`src/common/fwsr_pkg.sv`:
```
// Shared constants and types of the flash write-status polling controller
package fwsr_pkg;
	// Clock and flash timing
	localparam int CLK_NS = 100; // System clock period
	localparam int T_ACC_NS = 90; // Slowest flash read access time
	localparam int STRB_CYC = ((T_ACC_NS + CLK_NS - 1) / CLK_NS < 1) ? 1 : (T_ACC_NS + CLK_NS - 1) / CLK_NS;
	localparam int FL_ADDR_W = 19; // Flash address width
	// Register offsets (byte addresses)
	localparam logic [7:0] OFF_CTRL = 8'h00;
	localparam logic [7:0] OFF_ADDR = 8'h04;
	localparam logic [7:0] OFF_WDATA = 8'h08;
	localparam logic [7:0] OFF_STATUS = 8'h0C;
	localparam logic [7:0] OFF_RDATA = 8'h10;
	// Control register fields
	localparam int CTRL_OP_LSB = 0; // Three-bit operation code
	localparam int CTRL_SEL = 3; // 0: progress toggle, 1: sector toggle
	localparam int CTRL_IGN = 4; // Skip erase-window checks
	localparam int CTRL_ABORT = 5; // Break off polling
	// Operation codes
	localparam logic [2:0] OP_NONE = 3'h0;
	localparam logic [2:0] OP_READ = 3'h1;
	localparam logic [2:0] OP_WRITE = 3'h2;
	localparam logic [2:0] OP_POLL = 3'h3;
	localparam logic [2:0] OP_RESET = 3'h4;
	localparam logic [2:0] OP_ERASE_ADD = 3'h5;
	// Status register fields
	localparam int ST_BUSY = 0;
	localparam int ST_DONE = 1;
	localparam int ST_OK = 2;
	localparam int ST_FAIL = 3;
	localparam int ST_REJ = 4;
	localparam int ST_TMO = 5;
	// Flash status bit positions and commands
	localparam int POLL_BIT = 7; // poll_complement_bit
	localparam int PROG_TGL_BIT = 6; // progress_toggle_bit
	localparam int TMO_BIT = 5; // timeout_fail_flag
	localparam int WIN_BIT = 3; // erase_window_bit
	localparam int SECT_TGL_BIT = 2; // sector_toggle_bit
	localparam logic [7:0] RESET_CMD = 8'hF0;
	// Controller states, Gray along the polling path
	typedef enum logic [3:0] {
		ST_IDLE = 4'h0,
		ST_P_RD1 = 4'h1,
		ST_P_RD2 = 4'h3,
		ST_P_RD3 = 4'h2,
		ST_P_RD4 = 4'h6,
		ST_RST_WR = 4'h7,
		ST_SINGLE = 4'h5,
		ST_W_PRE = 4'h4,
		ST_W_CMD = 4'hC,
		ST_W_POST = 4'hD
	} fwsr_state_t;
	// Bus cycle engine states
	typedef enum logic [1:0] {
		E_IDLE = 2'h0,
		E_SETUP = 2'h1,
		E_STRB = 2'h3,
		E_HOLD = 2'h2
	} fwsr_cyc_t;
endpackage

```
`src/hw/fwsr_cycle.sv`:
```
// Single flash bus cycle generator (read or write) on the chip-enable/output-enable/write-enable pins
`timescale 1ns/100ps
module fwsr_cycle import fwsr_pkg::*; #(
	parameter int ADDR_W = FL_ADDR_W,
	parameter int STRB_N = STRB_CYC
) (
	input wire logic clk,
	input wire logic rst_b,
	input wire logic start,
	input wire logic wr,
	input wire logic [ADDR_W-1:0] addr_in,
	input wire logic [7:0] wdata_in,
	output logic done,
	output logic [7:0] rdata,
	output logic [ADDR_W-1:0] fl_addr,
	input wire logic [7:0] fl_dq_i,
	output logic [7:0] fl_dq_o,
	output logic fl_dq_oe,
	output logic fl_ce_b,
	output logic fl_oe_b,
	output logic fl_we_b
);
	fwsr_cyc_t e_q, e_d; // Cycle phase
	logic [3:0] cnt_q, cnt_d; // Strobe width counter
	logic wr_q, wr_d; // Direction of the current cycle
	logic [ADDR_W-1:0] addr_q, addr_d; // Latched address
	logic [7:0] dout_q, dout_d; // Latched write data
	logic [7:0] rdata_q, rdata_d; // Captured read data
	logic ce_b_q, ce_b_d, oe_b_q, oe_b_d, we_b_q, we_b_d, dq_oe_q, dq_oe_d;

	// Next phase; chip enable drops every cycle so each read is a fresh strobe for the toggle bits
	always_comb begin
		e_d = e_q;
		cnt_d = cnt_q;
		wr_d = wr_q;
		addr_d = addr_q;
		dout_d = dout_q;
		rdata_d = rdata_q;
		ce_b_d = ce_b_q;
		oe_b_d = oe_b_q;
		we_b_d = we_b_q;
		dq_oe_d = dq_oe_q;
		case (e_q)
			E_IDLE: begin
				// Latch the request and drop chip enable; address settles one cycle before the output- or write-enable strobe
				if (start) begin
					wr_d = wr;
					addr_d = addr_in;
					dout_d = wdata_in;
					ce_b_d = 1'b0;
					dq_oe_d = wr;
					e_d = E_SETUP;
				end
			end
			E_SETUP: begin
				oe_b_d = wr_q;
				we_b_d = !wr_q;
				cnt_d = 4'(STRB_N - 1);
				e_d = E_STRB;
			end
			E_STRB: begin
				// Sample at the end of the strobe, after the access time
				if (cnt_q == 4'h0) begin
					oe_b_d = 1'b1;
					we_b_d = 1'b1;
					if (!wr_q) begin
						rdata_d = fl_dq_i;
					end
					e_d = E_HOLD;
				end else begin
					cnt_d = cnt_q - 4'h1;
				end
			end
			default: begin
				// Data held one cycle past the write-enable rise
				ce_b_d = 1'b1;
				dq_oe_d = 1'b0;
				e_d = E_IDLE;
			end
		endcase
	end

	// Phase registers
	always_ff @(posedge clk or negedge rst_b) begin
		if (!rst_b) begin
			e_q <= E_IDLE;
			cnt_q <= 4'h0;
			wr_q <= 1'b0;
			addr_q <= '0;
			dout_q <= 8'h00;
			rdata_q <= 8'h00;
			ce_b_q <= 1'b1;
			oe_b_q <= 1'b1;
			we_b_q <= 1'b1;
			dq_oe_q <= 1'b0;
		end else begin
			e_q <= e_d;
			cnt_q <= cnt_d;
			wr_q <= wr_d;
			addr_q <= addr_d;
			dout_q <= dout_d;
			rdata_q <= rdata_d;
			ce_b_q <= ce_b_d;
			oe_b_q <= oe_b_d;
			we_b_q <= we_b_d;
			dq_oe_q <= dq_oe_d;
		end
	end

	assign done = (e_q == E_HOLD); // One-cycle end of cycle
	assign rdata = rdata_q;
	assign fl_addr = addr_q;
	assign fl_dq_o = dout_q;
	assign fl_dq_oe = dq_oe_q;
	assign fl_ce_b = ce_b_q;
	assign fl_oe_b = oe_b_q;
	assign fl_we_b = we_b_q;
endmodule

```
`src/hw/fwsr_host.sv`:
```
// APB-controlled host that runs flash status polling, reset and sector erase add sequences
//
// Contract
// Progress toggle readable at any address
// Progress bit inverts each read while busy
// All-protected erase toggles about 100 us
// Partly protected erase skips protected sectors
// Erase suspend stops progress toggling
// Protected program toggles about 2 us
// Suspend-program toggles until program completes
// Sector toggle inverts in erasing sectors
// Sector toggle same for suspended sectors
// Host polls at a valid address
// Host does two back-to-back status reads
// Steady toggle bit means operation complete
// Toggling with timeout: recheck, else reset
// Resumed polling restarts from double read
// Timeout flag set on pulse limit
// Programming one over zero times out
// After timeout failure host writes reset
// Erase window bit low during time-out
// Each sector command restarts time-out
// Window ignorable if commands under 50 us
// Window high: only suspend accepted
// Check window bit before and after command
// Poll bit reflects erase or program state
// Reset is one write of F0
// Non-suspended sectors read array data
// Idle reads return array contents
//
// Added by the designer: the placing of the registers and the APB register port.
`timescale 1ns/100ps
module fwsr_host import fwsr_pkg::*; #(
	parameter int ADDR_W = FL_ADDR_W
) (
	input wire logic clk,
	input wire logic rst_b,
	input wire logic psel,
	input wire logic penable,
	input wire logic pwrite,
	input wire logic [7:0] paddr,
	input wire logic [31:0] pwdata,
	output logic [31:0] prdata,
	output logic pready,
	output logic pslverr,
	output logic [ADDR_W-1:0] fl_addr,
	input wire logic [7:0] fl_dq_i,
	output logic [7:0] fl_dq_o,
	output logic fl_dq_oe,
	output logic fl_ce_b,
	output logic fl_oe_b,
	output logic fl_we_b
);
	// Software-visible settings
	logic sel_q, sel_d; // Which toggle bit to watch
	logic ign_q, ign_d; // Skip erase-window checks
	logic [ADDR_W-1:0] addr_q, addr_d; // Flash target address
	logic [7:0] wdata_q, wdata_d; // Flash write byte
	logic [31:0] prdata_q, prdata_d; // Read data, captured in setup
	logic pslverr_q, pslverr_d; // Unmapped address flag
	// Sequencer state
	fwsr_state_t state_q, state_d;
	logic start_q, start_d; // Launches one flash cycle
	logic cyc_wr_q, cyc_wr_d; // Direction of that cycle
	logic [7:0] cyc_wdata_q, cyc_wdata_d; // Byte for that cycle
	logic first_q, first_d; // Toggle bit stored from the first read
	logic abort_q, abort_d; // Polling break-off request
	logic [7:0] rdata_q, rdata_d; // Last flash byte read
	logic done_q, done_d, ok_q, ok_d, fail_q, fail_d, rej_q, rej_d, tmo_q, tmo_d;
	// Engine handshake
	logic cyc_done; // One-cycle end of a flash cycle
	logic [7:0] cyc_rdata; // Byte captured by the engine
	logic apb_wr; // Write taking effect this edge
	logic wr_ctrl; // Control register written
	logic [2:0] op; // Requested operation
	logic tb_now; // Watched toggle bit of the latest read

	// Toggle bit selection: progress bit for whole-device status, sector bit for one sector
	function automatic logic tbit(input logic [7:0] d, input logic s);
		return s ? d[SECT_TGL_BIT] : d[PROG_TGL_BIT];
	endfunction

	assign pready = psel && penable; // Zero wait states
	assign apb_wr = psel && penable && pwrite;
	assign wr_ctrl = apb_wr && (paddr == OFF_CTRL);
	assign op = pwdata[CTRL_OP_LSB +: 3];
	assign tb_now = tbit(cyc_rdata, sel_q);

	// Register file: writes in access phase, read data and error captured in setup phase
	always_comb begin
		sel_d = sel_q;
		ign_d = ign_q;
		addr_d = addr_q;
		wdata_d = wdata_q;
		prdata_d = prdata_q;
		pslverr_d = pslverr_q;
		if (psel && !penable) begin
			prdata_d = 32'h0000_0000;
			pslverr_d = 1'b0;
			if (paddr == OFF_CTRL) begin
				prdata_d[CTRL_SEL] = sel_q;
				prdata_d[CTRL_IGN] = ign_q;
			end else if (paddr == OFF_ADDR) begin
				prdata_d[ADDR_W-1:0] = addr_q;
			end else if (paddr == OFF_WDATA) begin
				prdata_d[7:0] = wdata_q;
			end else if (paddr == OFF_STATUS) begin
				prdata_d[ST_BUSY] = (state_q != ST_IDLE);
				prdata_d[ST_DONE] = done_q;
				prdata_d[ST_OK] = ok_q;
				prdata_d[ST_FAIL] = fail_q;
				prdata_d[ST_REJ] = rej_q;
				prdata_d[ST_TMO] = tmo_q;
			end else if (paddr == OFF_RDATA) begin
				prdata_d[7:0] = rdata_q;
			end else begin
				pslverr_d = 1'b1;
			end
		end
		// Settings are frozen while a sequence runs so it stays self-consistent
		if (apb_wr && (state_q == ST_IDLE)) begin
			if (paddr == OFF_CTRL) begin
				sel_d = pwdata[CTRL_SEL];
				ign_d = pwdata[CTRL_IGN];
			end else if (paddr == OFF_ADDR) begin
				addr_d = pwdata[ADDR_W-1:0];
			end else if (paddr == OFF_WDATA) begin
				wdata_d = pwdata[7:0];
			end
		end
	end

	// Register file flops
	always_ff @(posedge clk or negedge rst_b) begin
		if (!rst_b) begin
			sel_q <= 1'b0;
			ign_q <= 1'b0;
			addr_q <= '0;
			wdata_q <= 8'h00;
			prdata_q <= 32'h0000_0000;
			pslverr_q <= 1'b0;
		end else begin
			sel_q <= sel_d;
			ign_q <= ign_d;
			addr_q <= addr_d;
			wdata_q <= wdata_d;
			prdata_q <= prdata_d;
			pslverr_q <= pslverr_d;
		end
	end

	assign prdata = prdata_q;
	assign pslverr = pslverr_q && psel && penable;

	// Sequencer: each state launches one flash cycle and moves on when it ends
	always_comb begin
		state_d = state_q;
		start_d = 1'b0;
		cyc_wr_d = cyc_wr_q;
		cyc_wdata_d = cyc_wdata_q;
		first_d = first_q;
		abort_d = abort_q || (wr_ctrl && pwdata[CTRL_ABORT]);
		rdata_d = rdata_q;
		done_d = done_q;
		ok_d = ok_q;
		fail_d = fail_q;
		rej_d = rej_q;
		tmo_d = tmo_q;
		case (state_q)
			ST_IDLE: begin
				abort_d = 1'b0;
				if (wr_ctrl && (op != OP_NONE) && (op <= OP_ERASE_ADD)) begin
					done_d = 1'b0;
					ok_d = 1'b0;
					fail_d = 1'b0;
					rej_d = 1'b0;
					tmo_d = 1'b0;
					start_d = 1'b1;
					cyc_wr_d = 1'b0;
					cyc_wdata_d = wdata_q;
					if (op == OP_READ) begin
						state_d = ST_SINGLE;
					end else if (op == OP_WRITE) begin
						cyc_wr_d = 1'b1;
						state_d = ST_SINGLE;
					end else if (op == OP_POLL) begin
						// Polling always opens with a fresh double read
						state_d = ST_P_RD1;
					end else if (op == OP_RESET) begin
						cyc_wr_d = 1'b1;
						cyc_wdata_d = RESET_CMD;
						state_d = ST_RST_WR;
					end else if (pwdata[CTRL_IGN]) begin
						// Caller promises commands closer than the window time-out
						cyc_wr_d = 1'b1;
						state_d = ST_W_CMD;
					end else begin
						state_d = ST_W_PRE;
					end
				end
			end
			ST_P_RD1: begin
				// Store the toggle bit of the first read, read again at once
				if (cyc_done) begin
					first_d = tb_now;
					start_d = 1'b1;
					state_d = ST_P_RD2;
				end
			end
			ST_P_RD2: begin
				if (cyc_done) begin
					rdata_d = cyc_rdata;
					tmo_d = cyc_rdata[TMO_BIT];
					if (tb_now == first_q) begin
						// Steady bit: finished, next read already gives array data
						ok_d = 1'b1;
						done_d = 1'b1;
						state_d = ST_IDLE;
					end else if (cyc_rdata[TMO_BIT]) begin
						// Bit may have stopped just as the flag rose: look once more
						start_d = 1'b1;
						state_d = ST_P_RD3;
					end else if (abort_q) begin
						state_d = ST_IDLE;
					end else begin
						// Still busy, keep monitoring from the top
						start_d = 1'b1;
						state_d = ST_P_RD1;
					end
				end
			end
			ST_P_RD3: begin
				if (cyc_done) begin
					first_d = tb_now;
					start_d = 1'b1;
					state_d = ST_P_RD4;
				end
			end
			ST_P_RD4: begin
				if (cyc_done) begin
					rdata_d = cyc_rdata;
					if (tb_now == first_q) begin
						ok_d = 1'b1;
						done_d = 1'b1;
						state_d = ST_IDLE;
					end else begin
						// Failed operation leaves the device in status mode
						fail_d = 1'b1;
						start_d = 1'b1;
						cyc_wr_d = 1'b1;
						cyc_wdata_d = RESET_CMD;
						state_d = ST_RST_WR;
					end
				end
			end
			ST_RST_WR: begin
				if (cyc_done) begin
					ok_d = !fail_q;
					done_d = 1'b1;
					state_d = ST_IDLE;
				end
			end
			ST_SINGLE: begin
				if (cyc_done) begin
					if (!cyc_wr_q) begin
						rdata_d = cyc_rdata;
					end
					ok_d = 1'b1;
					done_d = 1'b1;
					state_d = ST_IDLE;
				end
			end
			ST_W_PRE: begin
				// Window already closed: the device would ignore the command
				if (cyc_done) begin
					rdata_d = cyc_rdata;
					if (cyc_rdata[WIN_BIT]) begin
						rej_d = 1'b1;
						done_d = 1'b1;
						state_d = ST_IDLE;
					end else begin
						start_d = 1'b1;
						cyc_wr_d = 1'b1;
						state_d = ST_W_CMD;
					end
				end
			end
			ST_W_CMD: begin
				if (cyc_done) begin
					if (ign_q) begin
						ok_d = 1'b1;
						done_d = 1'b1;
						state_d = ST_IDLE;
					end else begin
						start_d = 1'b1;
						cyc_wr_d = 1'b0;
						state_d = ST_W_POST;
					end
				end
			end
			default: begin
				// High after the command: it may have come too late
				if (cyc_done) begin
					rdata_d = cyc_rdata;
					rej_d = cyc_rdata[WIN_BIT];
					ok_d = !cyc_rdata[WIN_BIT];
					done_d = 1'b1;
					state_d = ST_IDLE;
				end
			end
		endcase
	end

	// Sequencer flops
	always_ff @(posedge clk or negedge rst_b) begin
		if (!rst_b) begin
			state_q <= ST_IDLE;
			start_q <= 1'b0;
			cyc_wr_q <= 1'b0;
			cyc_wdata_q <= 8'h00;
			first_q <= 1'b0;
			abort_q <= 1'b0;
			rdata_q <= 8'h00;
			done_q <= 1'b0;
			ok_q <= 1'b0;
			fail_q <= 1'b0;
			rej_q <= 1'b0;
			tmo_q <= 1'b0;
		end else begin
			state_q <= state_d;
			start_q <= start_d;
			cyc_wr_q <= cyc_wr_d;
			cyc_wdata_q <= cyc_wdata_d;
			first_q <= first_d;
			abort_q <= abort_d;
			rdata_q <= rdata_d;
			done_q <= done_d;
			ok_q <= ok_d;
			fail_q <= fail_d;
			rej_q <= rej_d;
			tmo_q <= tmo_d;
		end
	end

	// Flash cycle engine, always aimed at the software-chosen address
	fwsr_cycle #(.ADDR_W(ADDR_W), .STRB_N(STRB_CYC)) u_cycle (
		.clk(clk),
		.rst_b(rst_b),
		.start(start_q),
		.wr(cyc_wr_q),
		.addr_in(addr_q),
		.wdata_in(cyc_wdata_q),
		.done(cyc_done),
		.rdata(cyc_rdata),
		.fl_addr(fl_addr),
		.fl_dq_i(fl_dq_i),
		.fl_dq_o(fl_dq_o),
		.fl_dq_oe(fl_dq_oe),
		.fl_ce_b(fl_ce_b),
		.fl_oe_b(fl_oe_b),
		.fl_we_b(fl_we_b)
	);
endmodule

```
`config.mk`:
```
export PLATFORM = sky130hd
export DESIGN_NAME = fwsr_host
export DESIGN_NICKNAME = d
export VERILOG_FILES = /design/src/common/fwsr_pkg.sv /design/src/hw/fwsr_cycle.sv /design/src/hw/fwsr_host.sv
export SDC_FILE = /design/constraint.sdc
export NUM_CORES = 1
export LEC_CHECK = 0
export ABC_AREA = 1
export BUFFER_PORTS_ARGS = -buffer_cell sky130_fd_sc_hd__buf_2
export CORE_UTILIZATION = 55
export CTS_CLUSTER_DIAMETER = 200
export DETAILED_ROUTE_END_ITERATION = 10
export GPL_ROUTABILITY_DRIVEN = 0
export PLACE_DENSITY = 0.8
export SLEW_MARGIN = 10
export SYNTH_ARGS = -nofsm -noshare
export SYNTH_HDL_FRONTEND = slang
export SYNTH_HIERARCHICAL = 1
export SYNTH_SLANG_ARGS = --single-unit
```
`constraint.sdc`:
```
create_clock -name clk -period 2.61 [get_ports clk]
set_clock_uncertainty 0.2 [all_clocks]
set_input_delay 0.6525 -clock clk [delete_from_list [all_inputs] [get_ports clk]]
set_output_delay 0.6525 -clock clk [all_outputs]
set_load 0.03 [all_outputs]
```
==> flow_results.org <==
** Timing
- Setup slack closes at 0.411 ns.
- Final hold violation count :: 0
- Of the available clock period, the critical path in the final layout requires 0.843.
- Setup repair after global routing left no endpoint under its margin.
- Upper clock frequency limit :: 0.455 GHz
- The worst pin sits at a relative slew slack of 0.575.
- Summed over all failing endpoints, the final setup total negative slack is 0 ns.
- Subtracting the final worst setup slack from the clock period gives 2.20 ns.
- Setup violations remaining at the end of the flow were counted as 0.
- The final count of pins violating max slew was 0.
- Worst slew pin tran :: 0.637 ns

** Worst hold path
- Worst hold path class :: input port to flip-flop
- The worst hold path terminates at addr_q[9].
- Counting instances, the worst hold path has a depth of 3.
- Hold wc startpoint :: pwdata[9]

** CTS
- The clock drives 124 sinks.
- TritonCTS built the clock tree.
- The H-tree generated during clock tree synthesis spans 4 levels.
- In this run the clock root is driven by a sky130_fd_sc_hd__clkbuf_8.
- Post-CTS Setup Inserts :: 0
- Clock Latency Late Sink :: 0.52 ns
- TritonCTS created 17 clock buffers.
- Clock slew at reported path FFs :: 0.06 ns
- Gates resized during post-CTS repair numbered 0.
- Worst-case clock buffer depth :: 2

** Routing
- First drt pass iteration count :: 5
- Wirelength per Cell :: 14.5 um
- Post-detailed-routing wire length :: 14.5 mm
- The routed layout has 5323 vias.
- After the first detailed-routing iteration, the DRC count stood at 424.
- Detailed-route DRC error count :: 0
- Once detail routing completed, the nets flagged for antenna violations numbered 0.
- In the routed layout, each cell is associated on average with a via count of 5.31.

** Power and ir drop
- Power spread over the standard cell area amounts to 921 nW/um2.
- Across the VDD grid, the largest voltage drop is 0.000562 V.
- Static leakage power :: 0.00389 uW

** Layout
- In the final layout, the share of cells above drive strength 1 is 0.204.
- Antenna cells :: 0
- The finished cells cover 7120 um2.
- Net count reported at finish :: 910
- End-of-flow core utilization :: 0.677
- From synthesis to final layout, the design area changed by 17.4%.

** Synthesis
- Of the synthesized area, sequential elements account for 0.513.
- The mapped netlist covers 6060 um2.
- In the synthesized netlist, the number of instances is 757.
- The number of different library cells used by synthesis comes to 35.
- In this run, synthesis produced a sequential element count of 124.
- Syn. warnings :: 6
- The average instance in the mapped netlist occupies 8.00 um2.

** Place
- OpenSTA, run right after detailed placement, puts the worst setup slack at 0.192 ns.
- HPWL after detailed placement :: 10.2 mm
- Port buffering added 91 buffers.
- Once placement finished, the instance area stood at 6580 um2.

** Floorplan
- Total die area :: 11400 um2
- The floorplan has 37 rows.
- IO Pins :: 118
- The initial utilization of the core area, before any placement, comes to 0.577.
- Die Y :: 107 um
- The core region is 10500 um2.
- The die is 107 um wide.

** GRT
- For this run, the total global-route usage over all layers was measured as 0.273.
- Wire length of the first global-routing pass :: 24.3 mm
- The number of antenna violations at the first check in global routing is 0.
- Via count of the first global-routing pass :: 5199
- Total grt overflow :: 0
- Maximum number of pins on one net before global-route repair :: 50

** Critical path
- STA puts the critical path data arrival time at 2.43 ns.
- Highest fanout seen on the critical path :: 18
- STA classifies the critical path endpoint as a flip-flop.
- The setup check on the worst reg-to-reg path leaves a slack of 0.41 ns.
- By startpoint and endpoint, the worst setup path is classified as flip-flop to flip-flop.
- The startpoint identified for the worst register-to-register timing path is u_cycle/e_q[0].
- Counting cells, the worst reg-to-reg path comes to 5.
- Worst reg2reg endpoint :: cyc_wdata_q[6]
- STA classifies the critical path startpoint as a flip-flop.
- STA puts the critical path data required time at 2.84 ns.

** Job
- The tool flagged a number of max-cap violations equal to 0.

** Run status
- The run finished with clean final reports.
==> cell usage in the layout, fill, tap and decap left out, types with 6 or more instances in the layout <==
| master | instances |
|---|---|
| sky130_fd_sc_hd__buf_2 | 90 |
| sky130_fd_sc_hd__o21ai_0 | 40 |
| sky130_fd_sc_hd__clkinv_2 | 6 |
| sky130_fd_sc_hd__nand2_1 | 302 |
| sky130_fd_sc_hd__clkbuf_16 | 16 |
| sky130_fd_sc_hd__o21ai_2 | 16 |
| sky130_fd_sc_hd__conb_1 | 13 |
| sky130_fd_sc_hd__nand4_1 | 13 |
| sky130_fd_sc_hd__nor2_1 | 53 |
| sky130_fd_sc_hd__buf_4 | 9 |
| sky130_fd_sc_hd__inv_1 | 61 |
| sky130_fd_sc_hd__a21oi_1 | 11 |
| sky130_fd_sc_hd__nand2_2 | 6 |
| sky130_fd_sc_hd__dfrtp_1 | 121 |
| sky130_fd_sc_hd__a21oi_2 | 6 |
| sky130_fd_sc_hd__nand3_1 | 56 |
==> per-stage QoR <==
stage | hold slack, ns | total power [uW] | std cells
5_1_grt | 0.182 | 6930 | 1003
3_3_place_gp | 0.252 | 4370 | 971
4_1_cts | 0.166 | 6560 | 1003
3_5_place_dp | 0.258 | 4430 | 971
2_1_floorplan | 0.157 | 3980 | 769
6_report | 0.178 | 6550 | 1003
==> timing repair <==
| action | 4_1_cts | 5_1_grt |
|---|---|---|
| endpoints found under the hold margin | 46 | 0 |
| hold buffers | 1 | 0 |
| endpoints found under the setup margin | 0 | 0 |
==> report_power, final <==
part | total, uW | switching [uW] | internal, uW
combinational | 1880 | 1330 | 548
sequential | 2580 | 288 | 2290
clock | 2090 | 825 | 1270
total | 6550 | 2440 | 4110
==> worst max-delay path, cell delays in order (launching register included) <==
cell and delay, ns:
sky130_fd_sc_hd__dfrtp_1 0.49, sky130_fd_sc_hd__nor2_1 0.43, sky130_fd_sc_hd__inv_1 0.20, sky130_fd_sc_hd__nand2_1 0.21, sky130_fd_sc_hd__nand3_2 0.29, sky130_fd_sc_hd__o21ai_0 0.28
==> cell type report <==
class | count | area, um2
Clock buffer | 19 | 432
Clock inverter | 12 | 98.8
Fill cell | 869 | 3390
Inverter | 64 | 240
Multi-Input combinational cell | 546 | 2500
Sequential cell | 124 | 3110
Tap cell | 136 | 170
Timing Repair Buffer | 102 | 568
==> per-layer routing <==
layer  GRT usage  routed length [um]  vias to the layer above
met1       0.342                6080                     2520
met5           0                   0                        -
met3      0.0535                 782                       33
li1            -                   -                     2571
met2       0.462                7330                      199
met4       0.118                 351                        0
==> worst max-delay path by stage <==
| stage | cells after the start | start | slack, ns | end |
|---|---|---|---|---|
| finish | 5 | u_cycle/e_q[0] | 0.41 | cyc_wdata_q[6] |
| global route | 7 | state_q[0] | 0.30 | rdata_q[5] |
| CTS | 5 | u_cycle/e_q[0] | 0.50 | cyc_wdata_q[6] |
| detailed placement | 9 | paddr[1] | 0.19 | cyc_wdata_q[1] |
| global placement | 9 | paddr[5] | 0.27 | cyc_wdata_q[2] |
| floorplan | 2 | psel | 0.57 | pslverr |
==> cell usage after synthesis (all sizes together) <==
master,n,area [um2]
nand2,309,1180
xor2,1,8.76
dfstp,3,78.8
nor3,6,41.3
nand3,59,325
clkbuf,8,31.3
a21oi,17,108
dfrtp,121,3030
ha,2,25.0
o31ai,2,15.0
or2,1,6.26
o211ai,3,22.5
o21ai,56,340
nor2,60,268
o22ai,2,12.5
inv,63,236
clkinv,1,3.75
a22oi,1,7.51
buf,27,226
conb,1,3.75
nand4,13,81.3
nand3b,1,7.51
==> state kept, by name (all words and copies together) (netlist names), 2 cells and up <==
name / flops
wdata_q: 8
prdata: 19
cyc_wdata_q: 8
u_cycle/e_q: 2
state_q: 4
rdata_q: 8
u_cycle/fl_addr: 19
addr_q: 19
u_cycle/rdata: 8
u_cycle/fl_dq_o: 8
u_cycle/cnt_q: 4
==> kinds of logic after synthesis <==
family / synth area share
AOI/OAI and AO/OA: 0.0834
xor gates and xnor gates: 0.00145
adders and majority gates: 0.00413
buffers and inverters: 0.0822
DFF: 0.513
other: 0.000619
and+or+nand+nor: 0.316
Note: power is estimated with default switching activity, not from simulation.
